$ cat src/tcp_pkg.sv
// Package for the channel 0 polarity select block
package tcp_pkg;
  localparam logic [7:0] ADDR_CHCTL = 8'h20;
  localparam logic [7:0] ADDR_MODE = 8'h18;
  localparam logic [7:0] ADDR_STATUS = 8'h24;
  localparam int EN_BIT = 0;
  localparam int POL_BIT = 1;
  localparam int RSVD_BIT = 2;
  localparam int NP_BIT = 3;
  localparam int CH1_EN_BIT = 4;
  localparam int CH1_POL_BIT = 5;
  localparam int CH1_NP_BIT = 7;
  localparam logic [31:0] CHCTL_RESET = 32'h0000_0000;
  localparam logic [31:0] CHCTL_WMASK = 32'h0000_00bb;
  localparam logic [1:0] MODE_OUTPUT = 2'h0;
  localparam logic [1:0] MODE_RESET = 2'h0;

  typedef enum logic [1:0] {
    TCP_EDGE_NONE,
    TCP_EDGE_RISE,
    TCP_EDGE_FALL,
    TCP_EDGE_BOTH
  } tcp_edge_e;

  typedef struct packed {
    logic enable;
    logic polarity;
    logic comp_polarity;
    logic [1:0] mode;
  } tcp_cfg_s;

  typedef struct packed {
    logic out_mode;
    logic invert;
    logic reserved_combo;
    tcp_edge_e edge_sel;
  } tcp_dec_s;

  function automatic tcp_dec_s tcp_decode(input tcp_cfg_s c);
    tcp_dec_s d;
    d.out_mode = (c.mode == MODE_OUTPUT);
    d.invert = c.polarity & ~c.comp_polarity;
    d.reserved_combo = ~d.out_mode & c.comp_polarity & ~c.polarity;
    if (d.out_mode || d.reserved_combo) begin
      d.edge_sel = TCP_EDGE_NONE;
    end else begin
      unique case ({c.comp_polarity, c.polarity})
        2'b00: d.edge_sel = TCP_EDGE_RISE;
        2'b01: d.edge_sel = TCP_EDGE_FALL;
        default: d.edge_sel = TCP_EDGE_BOTH;
      endcase
    end
    return d;
  endfunction
endpackage
$ cat src/tcp_chan0_polarity.sv
// Channel 0 polarity selection, register port and edge qualification
// Behaviour
// - Output mode: polarity 0 gives active-high, 1 gives active-low output.
// - Input mode 00: rising edge active, input not inverted.
// - Input mode 01: falling edge active, input inverted.
// - Input mode 11: both edges active, not inverted; 10 is reserved.
// - Mode 00 selects output; other modes select input sources.
// - Enable gates compare output enable and capture events; compare_out itself is not gated; clear disables channel.
`timescale 1ns/1ps
module tcp_chan0_polarity (
  input wire logic clk_sys,
  input wire logic rst,
  input wire logic [7:0] addr,
  input wire logic [31:0] wdata,
  input wire logic wr,
  input wire logic rd,
  output logic [31:0] rdata,
  input wire logic chan0_filtered_input,
  input wire logic chan1_filtered_to_chan0,
  input wire logic trig_input,
  input wire logic compare_ref,
  output logic compare_out,
  output logic compare_oe,
  output logic capture_event,
  output logic filtered_chan_input,
  output logic reserved_cfg
);
  logic [31:0] chctl;
  logic [31:0] next_chctl;
  logic [1:0] chan0_mode_select;
  logic [1:0] next_mode;
  logic [31:0] next_rdata;
  logic next_out;
  logic next_oe;
  logic next_cap;
  logic next_filt;
  logic next_rsv;
  logic src;
  logic rise;
  logic fall;
  tcp_pkg::tcp_cfg_s cfg;
  tcp_pkg::tcp_dec_s dec;

  assign cfg.enable = chctl[tcp_pkg::EN_BIT];
  assign cfg.polarity = chctl[tcp_pkg::POL_BIT];
  assign cfg.comp_polarity = chctl[tcp_pkg::NP_BIT];
  assign cfg.mode = chan0_mode_select;
  assign dec = tcp_pkg::tcp_decode(cfg);

  // Register writes
  always_comb begin
    next_chctl = chctl;
    next_mode = chan0_mode_select;
    if (wr && addr == tcp_pkg::ADDR_CHCTL) begin
      // Reserved bits are masked off on write
      next_chctl = wdata & tcp_pkg::CHCTL_WMASK;
    end
    // Mode is writable only while the channel is disabled
    if (wr && addr == tcp_pkg::ADDR_MODE && !chctl[tcp_pkg::EN_BIT]) begin
      next_mode = wdata[1:0];
    end
  end

  // Register reads, one cycle later; unmapped addresses read zero
  always_comb begin
    next_rdata = 32'h0000_0000;
    if (rd) begin
      unique case (addr)
        tcp_pkg::ADDR_CHCTL: next_rdata = chctl;
        tcp_pkg::ADDR_MODE: next_rdata = {30'h0000_0000, chan0_mode_select};
        tcp_pkg::ADDR_STATUS: next_rdata = {28'h000_0000, dec.reserved_combo,
                                            dec.edge_sel, dec.invert};
        default: next_rdata = 32'h0000_0000;
      endcase
    end
  end

  // Input source by mode: 01 own input, 10 neighbour, 11 internal trigger
  always_comb begin
    unique case (chan0_mode_select)
      2'b01: src = chan0_filtered_input;
      2'b10: src = chan1_filtered_to_chan0;
      2'b11: src = trig_input;
      default: src = 1'b0;
    endcase
  end

  tcp_edge_detect u_edge (
    .clk_sys(clk_sys),
    .rst(rst),
    .sig(src),
    .clear(dec.out_mode),
    .rise(rise),
    .fall(fall)
  );

  always_comb begin
    // Active-high when polarity is 0, active-low when 1
    next_out = dec.out_mode ? (compare_ref ^ cfg.polarity) : 1'b0;
    // Output pin only driven while enabled in output mode
    next_oe = dec.out_mode & cfg.enable;
    // Inversion of filtered input follows the polarity pair
    next_filt = dec.out_mode ? 1'b0 : (src ^ dec.invert);
    next_cap = 1'b0;
    if (cfg.enable && !dec.out_mode) begin
      unique case (dec.edge_sel)
        tcp_pkg::TCP_EDGE_RISE: next_cap = rise;
        tcp_pkg::TCP_EDGE_FALL: next_cap = fall;
        tcp_pkg::TCP_EDGE_BOTH: next_cap = rise | fall;
        default: next_cap = 1'b0;
      endcase
    end
    // Flags misuse of the complementary bit in either mode
    next_rsv = dec.reserved_combo | (dec.out_mode & cfg.comp_polarity);
  end

  always_ff @(posedge clk_sys) begin
    if (rst) begin
      chctl <= tcp_pkg::CHCTL_RESET;
      chan0_mode_select <= tcp_pkg::MODE_RESET;
      rdata <= 32'h0000_0000;
      compare_out <= 1'b0;
      compare_oe <= 1'b0;
      capture_event <= 1'b0;
      filtered_chan_input <= 1'b0;
      reserved_cfg <= 1'b0;
    end else begin
      chctl <= next_chctl;
      chan0_mode_select <= next_mode;
      rdata <= next_rdata;
      compare_out <= next_out;
      compare_oe <= next_oe;
      capture_event <= next_cap;
      filtered_chan_input <= next_filt;
      reserved_cfg <= next_rsv;
    end
  end

  a_rsvd_reads_zero: assert property (@(posedge clk_sys) disable iff (rst)
    rd && addr == tcp_pkg::ADDR_CHCTL |=> rdata[tcp_pkg::RSVD_BIT] == 1'b0)
    else $error("reserved bit read non-zero");

  a_out_level: assert property (@(posedge clk_sys) disable iff (rst)
    dec.out_mode |=> compare_out == ($past(compare_ref) ^ $past(cfg.polarity)))
    else $error("compare output level wrong");

  a_oe_enable: assert property (@(posedge clk_sys) disable iff (rst)
    !cfg.enable |=> !compare_oe && !capture_event)
    else $error("disabled channel still active");

  a_rise_capture: assert property (@(posedge clk_sys) disable iff (rst)
    cfg.enable && !dec.out_mode && !cfg.polarity && !cfg.comp_polarity && rise
    |=> capture_event && filtered_chan_input)
    else $error("rising edge capture missed");

  a_fall_capture: assert property (@(posedge clk_sys) disable iff (rst)
    cfg.enable && !dec.out_mode && cfg.polarity && !cfg.comp_polarity && fall
    |=> capture_event && filtered_chan_input)
    else $error("falling edge capture missed");

  a_both_capture: assert property (@(posedge clk_sys) disable iff (rst)
    cfg.enable && !dec.out_mode && cfg.polarity && cfg.comp_polarity && (rise || fall)
    |=> capture_event)
    else $error("both edge capture missed");

  a_no_cap_output: assert property (@(posedge clk_sys) disable iff (rst)
    dec.out_mode |=> !capture_event)
    else $error("capture in output mode");

  a_np_in_output: assert property (@(posedge clk_sys) disable iff (rst)
    dec.out_mode && cfg.comp_polarity |=> reserved_cfg)
    else $error("complementary bit misuse not flagged");
endmodule

$ cat src/tcp_edge_detect.sv
// Edge detector on the selected filtered channel input
`timescale 1ns/1ps
module tcp_edge_detect (
  input wire logic clk_sys,
  input wire logic rst,
  input wire logic sig,
  input wire logic clear,
  output logic rise,
  output logic fall
);
  logic last;
  logic next_last;

  always_comb begin
    next_last = clear ? 1'b0 : sig;
  end

  always_ff @(posedge clk_sys) begin
    if (rst) begin
      last <= 1'b0;
    end else begin
      last <= next_last;
    end
  end

  assign rise = sig & ~last & ~clear;
  assign fall = ~sig & last & ~clear;
endmodule

$ cat config.mk
export PLATFORM = sky130hd
export DESIGN_NAME = tcp_chan0_polarity
export DESIGN_NICKNAME = d
export VERILOG_FILES = /design/src/tcp_pkg.sv /design/src/tcp_chan0_polarity.sv /design/src/tcp_edge_detect.sv
export SDC_FILE = /design/constraint.sdc
export NUM_CORES = 1
export LEC_CHECK = 0
export BUFFER_PORTS_ARGS = -buffer_cell sky130_fd_sc_hd__buf_2
export CAP_MARGIN = 10
export CORE_ASPECT_RATIO = 1.1
export CORE_MARGIN = 2
export CORE_UTILIZATION = 40
export CTS_BUF_LIST = sky130_fd_sc_hd__clkbuf_8
export DETAILED_ROUTE_END_ITERATION = 6
export PLACE_DENSITY_LB_ADDON = 0.15
export SLEW_MARGIN = 25
export SYNTH_ARGS = -nofsm -noshare
export SYNTH_HDL_FRONTEND = slang
export SYNTH_HIERARCHICAL = 1
export SYNTH_SLANG_ARGS = --single-unit
$ cat constraint.sdc
create_clock -name clk_sys -period 4.6 [get_ports clk_sys]
set_input_delay 0.46 -clock clk_sys [delete_from_list [all_inputs] [get_ports clk_sys]]
set_output_delay 0.46 -clock clk_sys [all_outputs]
set_load 0.005 [all_outputs]
=== Yosys cells after proc, flatten, opt, wreduce, memory -nomap -nowiden ===
Index checks and enable logic that the tools add are counted.
Widths: inputs -> output; s select.

* Input port bits: 48
* Logic and storage cells: 57
* Register bits after elaboration: 46
* Output and inout port bits: 37

* Reductions and logical operators: 13
* Equal/unequal tests: 10
* Muxes and demuxes: 5
* Bitwise gates (word level): 20

{| class="wikitable"
|+ Operators with widths
! operator !! number
|-
| $pmux 8 s3 || 1
|-
| $eq 8x6->1 const B || 2
|-
| $and 1x1->1 || 9
|-
| $eq 2x2->1 const B || 4
|-
| $eq 8x5->1 const B || 1
|-
| $reduce_or 2->1 || 4
|-
| $not 1->1 || 7
|-
| $eq 2x1->1 const B || 3
|-
| $pmux 1 s3 || 2
|-
| $logic_and 1x1->1 || 4
|-
| $logic_not 2->1 || 2
|-
| $pmux 2 s2 || 1
|-
| $logic_not 1->1 || 2
|-
| $mux 2 || 1
|-
| $or 1x1->1 || 2
|-
| $xor 1x1->1 || 2
|-
| $logic_or 1x1->1 || 1
|}

=== Logic depth before layout (Yosys ltp) ===
Gate-level depths: netlist (run 1).

* Depth after elaboration: 8
* Mapped depth: 7
* Depth with buffers taken out: 6

=== By module ===
The synthesis (run 1) kept the hierarchy.

{| class="wikitable"
|+ By module, submodules not included
! module !! area each (sq um) !! cells each !! sequential area each (sq um) !! times used
|-
| tcp_chan0_polarity || 1036.0 || 110 || 400.4 || 1
|-
| tcp_edge_detect || 42.5 || 4 || 20.0 || 1
|}

=== Least setup slack after synthesis (run 1) ===
Ideal clock, no wire load.

* Kind: register to register
* Start point: reg chan0_mode_select[0]
* End point: reg capture_event
* Library setup time: 0.078 ns
* Period minus slack after synthesis: 1.428 ns
* Required time: 4.522 ns
* Path slack: 3.172 ns
* Path buffers: 1
* Stages on the path, launching flop included: 8
* Arrival time: 1.351 ns
* Cell sequence: dfxtp_1 -> buf_4 -> mux2i_1 -> mux2i_1 -> nor3b_1 -> a21o_1 -> a22oi_1 -> nor3_1

* Elaborated cells between the ends (all ways): 24
* Those cells by class: eq/ne (6); mux (3); bitwise (10); reduce/logical (5)

{| class="wikitable"
|+ RTL lines
! element !! line !! text
|-
| start, declared || tcp_chan0_polarity.sv:30 || <nowiki>logic [1:0] chan0_mode_select;</nowiki>
|-
| start signal, assigned || tcp_chan0_polarity.sv:120 || <nowiki>chan0_mode_select <= tcp_pkg::MODE_RESET;</nowiki>
|-
| start signal, assigned || tcp_chan0_polarity.sv:129 || <nowiki>chan0_mode_select <= next_mode;</nowiki>
|-
| $eq 2x2->1 or $eq 2x1->1 (tied branches) || tcp_chan0_polarity.sv:80 || <nowiki>unique case (chan0_mode_select)</nowiki>
|-
| $pmux 1 s3 * || tcp_chan0_polarity.sv:80 ||
|-
| via src || tcp_chan0_polarity.sv:38 || <nowiki>logic src;</nowiki>
|-
| $and 1x1->1 * (2 in series) || tcp_edge_detect.sv:26 || <nowiki>assign rise = sig & ~last & ~clear;</nowiki>
|-
| via rise || tcp_chan0_polarity.sv:39 || <nowiki>logic rise;</nowiki>
|-
| $or 1x1->1 || tcp_chan0_polarity.sv:109 || <nowiki>tcp_pkg::TCP_EDGE_BOTH: next_cap = rise | fall;</nowiki>
|-
| $pmux 1 s3 * || tcp_chan0_polarity.sv:106 || <nowiki>unique case (dec.edge_sel)</nowiki>
|-
| end signal, assigned || tcp_chan0_polarity.sv:133 || <nowiki>capture_event <= next_cap;</nowiki>
|-
| end, declared || tcp_chan0_polarity.sv:24 || <nowiki>output logic capture_event,</nowiki>
|}

Mark *: on every way through the listed nets, which the timed path passes. The rest lies on a longest branch.
A chain may end at the register's enable or synchronous reset.

=== Worst setup path in the final report (run 1) ===
Same ends and word-level chain as after synthesis.

==> flow_summary.ini, run 1 <==
[yosys]
syn_avg_cell_area_sq_um = 9.46
synthArstFlopShare_pct = 0
yosys_register_bits = 21
yosysSeqAreaShare_pct = 39.0
ys_types = 30
synth_edf_count = 0
syn_area_sq_mm = 0.00108
yosysWarnings = 6
synthCells = 114
synth_ff_type = dfxtp_1

[global_route]
grt_usage_pct = 13.7
grt_max_degree = 13
gr-total-overflow = 0
antenna_found_initial = 0
grt_first_pass_wirelength_microns = 3110
first_global_vias = 762

[worst_setup_path]
crit_chain = mux2i_1 -> mux2i_1 -> nor3b_1 -> a21o_1 -> a22oi_1 -> nor3_1
worstPathRequired_ns = 4.79
critPathMostFrequentCell = mux2i_1
start_kind = flip-flop
slowest_delay_ns = 0.49
rr_startpoint = chan0_mode_select[0]
arrival_ns = 1.86
worstSetupPathType = flip-flop to flip-flop
reg2reg_slack_ns = 2.93
r2r_cells = 6
cp_max_fo = 8
critPathSlowestCell = dfxtp_1
startpoint = chan0_mode_select[0]
end_kind = flip-flop

[layout]
seq_area_sq_um = 420
num-fill-cells = 264
drive_gt1_share_pct = 31.3
multi_input_area_sq_um = 538
post-route-cell-area_sq_mm = 0.00122
instances_no_fill = 178
nNetsFinal = 196
antenna_cells = 0
area_delta_synth_final_pct = 12.8

[sta]
setup_viol = 0
post-route-min-period_ns = 1.67
hold_viol = 0
min_period_over_period_pct = 36.2
skew_ns = 0.00651
tns_ns = 0
clock.fmax_ghz = 0.600
drv_slew = 0
rsz0062_at_grt = false

[clock_tree]
post_cts.repair.setup_buffers = 0
cts.sinks = 21
hold_buffers = 0
clock_latency_ns = 0.26
numCtsBuffers = 3
htreeDepth = 1
cts_resized = 0
cts_root_buf = clkbuf_8
clk_pin_slew_worst_paths_ns = 0.08
clockBufferDepth = 2
cts_tree = done

[placement]
gp_congestion = 0.799
placed_cell_area_sq_mm = 0.00117
hpwl_microns = 1540
dp_cells = 174
io_buffers = 33

[routing]
vias = 804
initialDrtViolationCount = 11
routed_wl_microns = 1920
vias_per_cell = 4.52
drc_errors = 0
ant_nets = 0
dr.pass1.iters = 3
avgRoutedWirePerCell_microns = 10.8

[floorplanning]
rows = 19
initial_core_util_pct = 42.8
die_y_microns = 58.5
coreArea_sq_mm = 0.00252
dieArea_sq_mm = 0.00313
ioPinCount = 85
fp.dieW_microns = 53.5

[power_and_ir_drop]
p_comb_share_pct = 7.3
powerDensity_mw_per_mm2 = 267
power.leakage_nw = 0.639
intPower_uw = 252
switching_share_pct = 22.6
pwr-share-seq_pct = 56.1
pwr-share-clk_pct = 36.6
peakVddDrop_mv = 0.144
p_sw_uw = 73.4

[worst_hold_path]
min_from = wdata[3]
whs_path_depth = 3
hold_path.class = input pin to flip-flop

[flow_run]
maxCapViolCount = 0

[run_status]
status = finished, final reports clean
-- synth_stat cells (all sizes together), types with 2 or more instances --
master / n / area, sq um
nor4: 3 / 33.8
buf: 26 / 195
mux2i: 11 / 110
dfxtp: 21 / 420
nor2: 13 / 48.8
and2: 4 / 30.0
inv: 2 / 7.51
o21ai: 2 / 10.0
nor3b: 4 / 30.0
nand2: 5 / 18.8
and3: 2 / 12.5
nor3: 4 / 25.0
clkbuf: 2 / 7.51
-- flip-flops by register name, indices dropped and copies added, names as in the netlist --
register and cells:
rdata 7, chctl 6, chan0_mode_select 2, capture_event 1, compare_oe 1, compare_out 1, filtered_chan_input 1, reserved_cfg 1
u_edge/last 1
-- power groups by stage --
stage                     Sequential, mW  Clock (mW)  Combinational [mW]
after floorplan                    0.187           0              0.0260
after global placement             0.187           0              0.0229
after detailed placement           0.187           0              0.0234
after CTS                          0.182       0.123              0.0235
after global routing               0.182       0.128              0.0265
final                              0.182       0.119              0.0238
-- metal layers --
metal / up-vias / track usage [%] / share of wire, %
li1: 403 / - / -
met3: 5 / 3.30 / 8.3
met4: 0 / 11.4 / 3.2
met1: 359 / 14.8 / 39
met5: - / 0 / 0
met2: 37 / 22.0 / 49
-- through the flow --
step           utilization [%]  worst slack [ns]  power, mW  hold slack (ns)
2_1_floorplan                -              3.17      0.213            0.444
3_3_place_gp              46.4              2.92      0.210            0.460
3_5_place_dp              46.4              2.90      0.210            0.462
4_1_cts                   48.3              2.93      0.328            0.422
5_1_grt                   48.3              2.69      0.337            0.425
6_report                  48.3              2.93      0.325            0.422
-- cell families (layout without fill, tap and decap cells) --
kind of cell	Yosys count	in the layout	synth area share, %
and+or+nand+nor	40	40	23.5
muxes	11	11	10.2
DFF	21	21	39.0
buffers and inverters	30	39	19.5
AOI/OAI and AO/OA	9	9	5.80
xor gates and xnor gates	2	2	1.62
other	1	25	0.348
-- placed cells by master (no fill, tap or decap), types with 3 or more instances in the layout --
cell      count
clkbuf_8      3
nand2_1       5
nor3b_1       4
and2_2        4
buf_2        33
dfxtp_1      21
nor3_1        3
conb_1       25
mux2i_1      11
nor2_1       13
-- worst max-delay path: cells and delay by family, from the launching register on --
family	cells	cell delay (ns)
compound gates	2	0.24
flops	1	0.49
mux	2	0.42
simple gates	2	0.45
-- final cells by class --
cell class,instances,share of cell area [%]
multi-input cells,87,44.2
flip-flops and latches,21,34.6
repair buffers,33,13.6
clock buffers,3,3.40
well taps,31,3.19
inverters,2,0.617
clock inverters,1,0.412
-- final timing paths --
kind | to
worst max-delay path | capture_event
worst min-delay path | chctl[3]
worst max register to register | capture_event
worst min register to register | rdata[7]
No activity file was read; power rests on OpenSTA's default activity.
==> run 2: changes to the inputs <==
CORE_UTILIZATION = 36   (was 40)
clock period = 1.5 ns   (was 4.6 ns; I/O delays follow)
==> flow_summary.ini, run 2 (same netlist as run 1, synthesis figures left out) <==
[floorplanning]
dieArea_sq_mm = 0.00345
fp.dieW_microns = 56.2
coreArea_sq_mm = 0.00280
die_y_microns = 61.4
initial_core_util_pct = 38.5
rows = 20
ioPinCount = 85

[worst_setup_path]
slowest_delay_ns = 0.35
crit_chain = buf_4 -> nor2_1 -> nor3b_1 -> a21o_1 -> a22oi_1 -> nor3_1
worstSetupPathType = flip-flop to flip-flop
startpoint = chan0_mode_select[0]
rr_startpoint = chan0_mode_select[0]
reg2reg_to = capture_event
worst-path-stages = 6
r2r_cells = 6
end_kind = flip-flop
critPathBufInv = 1
worstPathRequired_ns = 1.66
critPathSlowestCell = dfxtp_2
crit_family = simple AND/OR/NAND/NOR gates
cp_max_fo = 6
start_kind = flip-flop
arrival_ns = 1.56
reg2reg_slack_ns = 0.1

[sta]
rsz0062_at_grt = false
post-route-min-period_ns = 1.40
skew_ns = 0.00473
setup_viol = 0
tns_ns = 0
drv_slew = 0
min_period_over_period_pct = 93.4
hold_viol = 0
clock.fmax_ghz = 0.714

[routing]
initialDrtViolationCount = 11
ant_nets = 0
vias_per_cell = 4.41
routed_wl_microns = 1990
vias = 815
dr.pass1.iters = 4
avgRoutedWirePerCell_microns = 10.8
drc_errors = 0

[layout]
final_common_cell = buf_2
nNetsFinal = 201
final_util_pct = 44.9
final_cell_mix = 33 x buf_2, 25 x conb_1, 20 x dfxtp_1
top_register = rdata
largest_register_ffs = 7
area_delta_synth_final_pct = 16.6
reg_top3 = rdata (7), chctl (6), chan0_mode_select (2)
drive_gt1_share_pct = 34.2
antenna_cells = 0
num-fill-cells = 289

[placement]
gp_congestion = 0.833
hpwl_microns = 1610
io_buffers = 33

[power_and_ir_drop]
pwr-share-clk_pct = 37.1
p_sw_uw = 234
pwr-share-seq_pct = 55.5
intPower_uw = 774
peakVddDrop_mv = 0.383
p_comb_share_pct = 7.4
switching_share_pct = 23.2
power.leakage_nw = 0.666
powerDensity_mw_per_mm2 = 801

[clock_tree]
hold_buffers = 0
cts_tree = done
numCtsBuffers = 3
clk_pin_slew_worst_paths_ns = 0.08
cts.sinks = 21
cts_resized = 0
clock_latency_ns = 0.26
post_cts.repair.setup_buffers = 0
cts_root_buf = clkbuf_8
htreeDepth = 1
clockBufferDepth = 2

[worst_hold_path]
whs_path_depth = 3
min_from = wdata[5]
hold_path_end = chctl[5]
hold_path.class = input pin to flip-flop

[global_route]
grt_usage_pct = 11.6
grt_first_pass_wirelength_microns = 3130
grt_max_degree = 13
gr-total-overflow = 0
antenna_found_initial = 0
first_global_vias = 734

[run_status]
status = finished, final reports clean

[flow_run]
maxCapViolCount = 0
==> run 2: final cells by class <==
type | count | area [sq um] | share of cell area (%)
timing repair buffer | 38 | 203 | 16.1
inverter | 2 | 7.51 | 0.597
tap | 33 | 41.3 | 3.28
sequential | 21 | 422 | 33.5
clock buffer | 3 | 41.3 | 3.28
clock inverter | 1 | 5.00 | 0.398
multi-input combinational | 87 | 538 | 42.8
==> run 2: metal layers <==
layer	up-vias	GRT usage, %	wire (microns)
li1	412	-	-
met1	369	13.9	918
met2	30	20.8	934
met3	4	2.10	109
met4	0	5.10	28
met5	-	0	0
==> run 2: worst max-delay path by stage <==
stage               endpoint  slack, ns
2_1_floorplan  capture_event       0.07
3_3_place_gp   capture_event       0.09
3_5_place_dp   capture_event       0.09
4_1_cts        capture_event       0.08
5_1_grt        capture_event       0.02
6_report       capture_event        0.1
==> run 2: power by group through the flow <==
stage / logic [mW] / clock network (mW) / registers, mW
2_1_floorplan: 0.0797 / 0 / 0.573
3_3_place_gp: 0.0721 / 0 / 0.572
3_5_place_dp: 0.0729 / 0 / 0.572
4_1_cts: 0.0733 / 0.389 / 0.559
5_1_grt: 0.0850 / 0.401 / 0.559
6_report: 0.0746 / 0.374 / 0.559
==> run 2: metrics by stage <==
step	setup WS [ns]	total power [mW]	hold WS, ns	instance area, sq um	instances
2_1_floorplan	0.0716	0.652	0.226	1170	138
3_3_place_gp	0.0946	0.644	0.387	1210	181
3_5_place_dp	0.0938	0.645	0.402	1210	181
4_1_cts	0.0769	1.02	0.131	1260	185
5_1_grt	0.0206	1.05	0.149	1260	185
6_report	0.0990	1.01	0.129	1260	185
==> run 2: worst min-delay path, delay by kind of cell <==
family,cells,cell delay [ns]
buffers and inverters,1,0.08
multiplexers,1,0.05
AND/OR/NAND/NOR,1,0.08
==> run 3: changes to the inputs <==
CORE_UTILIZATION = 40   (was 36)
clock period = 1.46 ns   (was 1.5 ns; I/O delays follow)
==> flow_summary.ini, run 3 (same netlist as run 1, synthesis figures left out) <==
[run_status]
status = finished, final reports clean

[power_and_ir_drop]
power.leakage_nw = 0.667
pwr-share-seq_pct = 56.0
switching_share_pct = 22.5
peakVddDrop_mv = 0.430
totalPowerFinal_mw = 1.03
intPower_uw = 795
p_sw_uw = 231
p_comb_share_pct = 7.5
pwr-share-clk_pct = 36.5
powerDensity_mw_per_mm2 = 813

[clock_tree]
htreeDepth = 1
cts_tree = done
post_cts.repair.setup_buffers = 0
clock_latency_ns = 0.26
clockBufferDepth = 2
cts.sinks = 21
numCtsBuffers = 3
clk_pin_slew_worst_paths_ns = 0.08
cts_root_buf = clkbuf_8

[layout]
seq_area_sq_um = 422
final_cell_mix = 33 x buf_2, 25 x conb_1, 20 x dfxtp_1
nNetsFinal = 201
area_delta_synth_final_pct = 17.1
antenna_cells = 0
reg_top3 = rdata (7), chctl (6), chan0_mode_select (2)
multi_input_area_sq_um = 546
post-route-cell-area_sq_mm = 0.00126
drive_gt1_share_pct = 35.5
largest_register_ffs = 7
top_register = rdata
final_common_cell = buf_2
num-fill-cells = 273
instances_no_fill = 183

[worst_setup_path]
arrival_ns = 1.54
start_kind = flip-flop
worstPathRequired_ns = 1.61
end_kind = flip-flop
cp_max_fo = 4
worstSetupPathType = flip-flop to flip-flop

[worst_hold_path]
hold_path.class = input pin to flip-flop

[floorplanning]
coreArea_sq_mm = 0.00252
ioPinCount = 85
rows = 19
die_y_microns = 58.5
initial_core_util_pct = 42.8
dieArea_sq_mm = 0.00313
fp.dieW_microns = 53.5

[placement]
io_buffers = 33
placed_cell_area_sq_mm = 0.00121
hpwl_microns = 1670
gp_congestion = 0.810
dp_cells = 179
pre_cts_slack_ns = 0.0348

[sta]
rsz0062_at_grt = true
whs_ns = 0.118
post-route-min-period_ns = 1.38
skew_ns = 0.00314
drv_slew = 0
hold_viol = 0
setup_viol = 0
fin_ws_ns = 0.0751
clock.fmax_ghz = 0.722
min_period_over_period_pct = 94.9

[routing]
drc_errors = 0
wl_met1_microns = 799
ant_nets = 0
vias = 843
routed_wl_microns = 2040
avgRoutedWirePerCell_microns = 11.1
initialDrtViolationCount = 18
highest_layer = met4
dr.pass1.iters = 4
met2_length_microns = 1040
vias_per_cell = 4.61
wl_met3_microns = 155

[global_route]
grt_usage_pct = 14.7
first_global_vias = 780
grt_max_degree = 13
gr-total-overflow = 0
antenna_found_initial = 0
grt_first_pass_wirelength_microns = 3330

[flow_run]
maxCapViolCount = 0
-- run 3: cell types whose count changed in the layout (fill, tap and decap cells not counted) --
cell,before,now
nor3b_2,0,1
nor2_2,0,1
nor3b_1,4,3
nor2_1,13,12
-- run 3: worst paths after layout --
check             endpoint                 start  slack, ns  cells past startpoint
max          capture_event  chan0_mode_select[0]       0.08                      6
min reg2reg       rdata[5]              chctl[5]       0.48                      1
max reg2reg  capture_event  chan0_mode_select[0]       0.08                      6
min               chctl[3]              wdata[3]       0.12                      3
-- run 3: metrics by stage --
stage	setup TNS (ns)	util, %
after detailed placement	0	47.9
after CTS	0	49.8
after global placement	0	47.9
final	0	50.1
after global routing	-0.00398	50.1
after floorplan	0	-
-- run 3: power groups by stage --
stage	clock network [mW]	logic (mW)	registers, mW
2_1_floorplan	0	0.0819	0.588
3_3_place_gp	0	0.0738	0.588
3_5_place_dp	0	0.0765	0.588
4_1_cts	0.383	0.0767	0.574
5_1_grt	0.410	0.0865	0.575
6_report	0.374	0.0773	0.574
-- run 3: per-layer routing --
| layer | vias up | GRT usage (%) |
|---|---|---|
| met3 | 4 | 2.28 |
| met4 | 0 | 8.79 |
| met1 | 386 | 17.1 |
| li1 | 413 | - |
| met2 | 40 | 25.0 |
| met5 | - | 0 |
-- run 3: what timing repair did --
item,in CTS,in global routing
setup endpoints to repair,0,1
resized for setup,0,3
hold buffers,0,0
-- run 3: critical path: stages (launching register included) --
cell	delay [ns]
dfxtp_2	0.35
mux2i_1	0.18
mux2i_1	0.13
nor3b_2	0.18
a21o_1	0.18
a22oi_1	0.19
nor3_1	0.06
-- run 3: layout make-up --
cell class                 instances  share of cell area [%]
clock inverter                     1                   0.396
timing repair buffer              38                    16.1
clock buffer                       3                    3.27
multi-input combinational         87                    43.2
inverter                           2                   0.595
tap                               31                    3.07
sequential                        21                    33.4
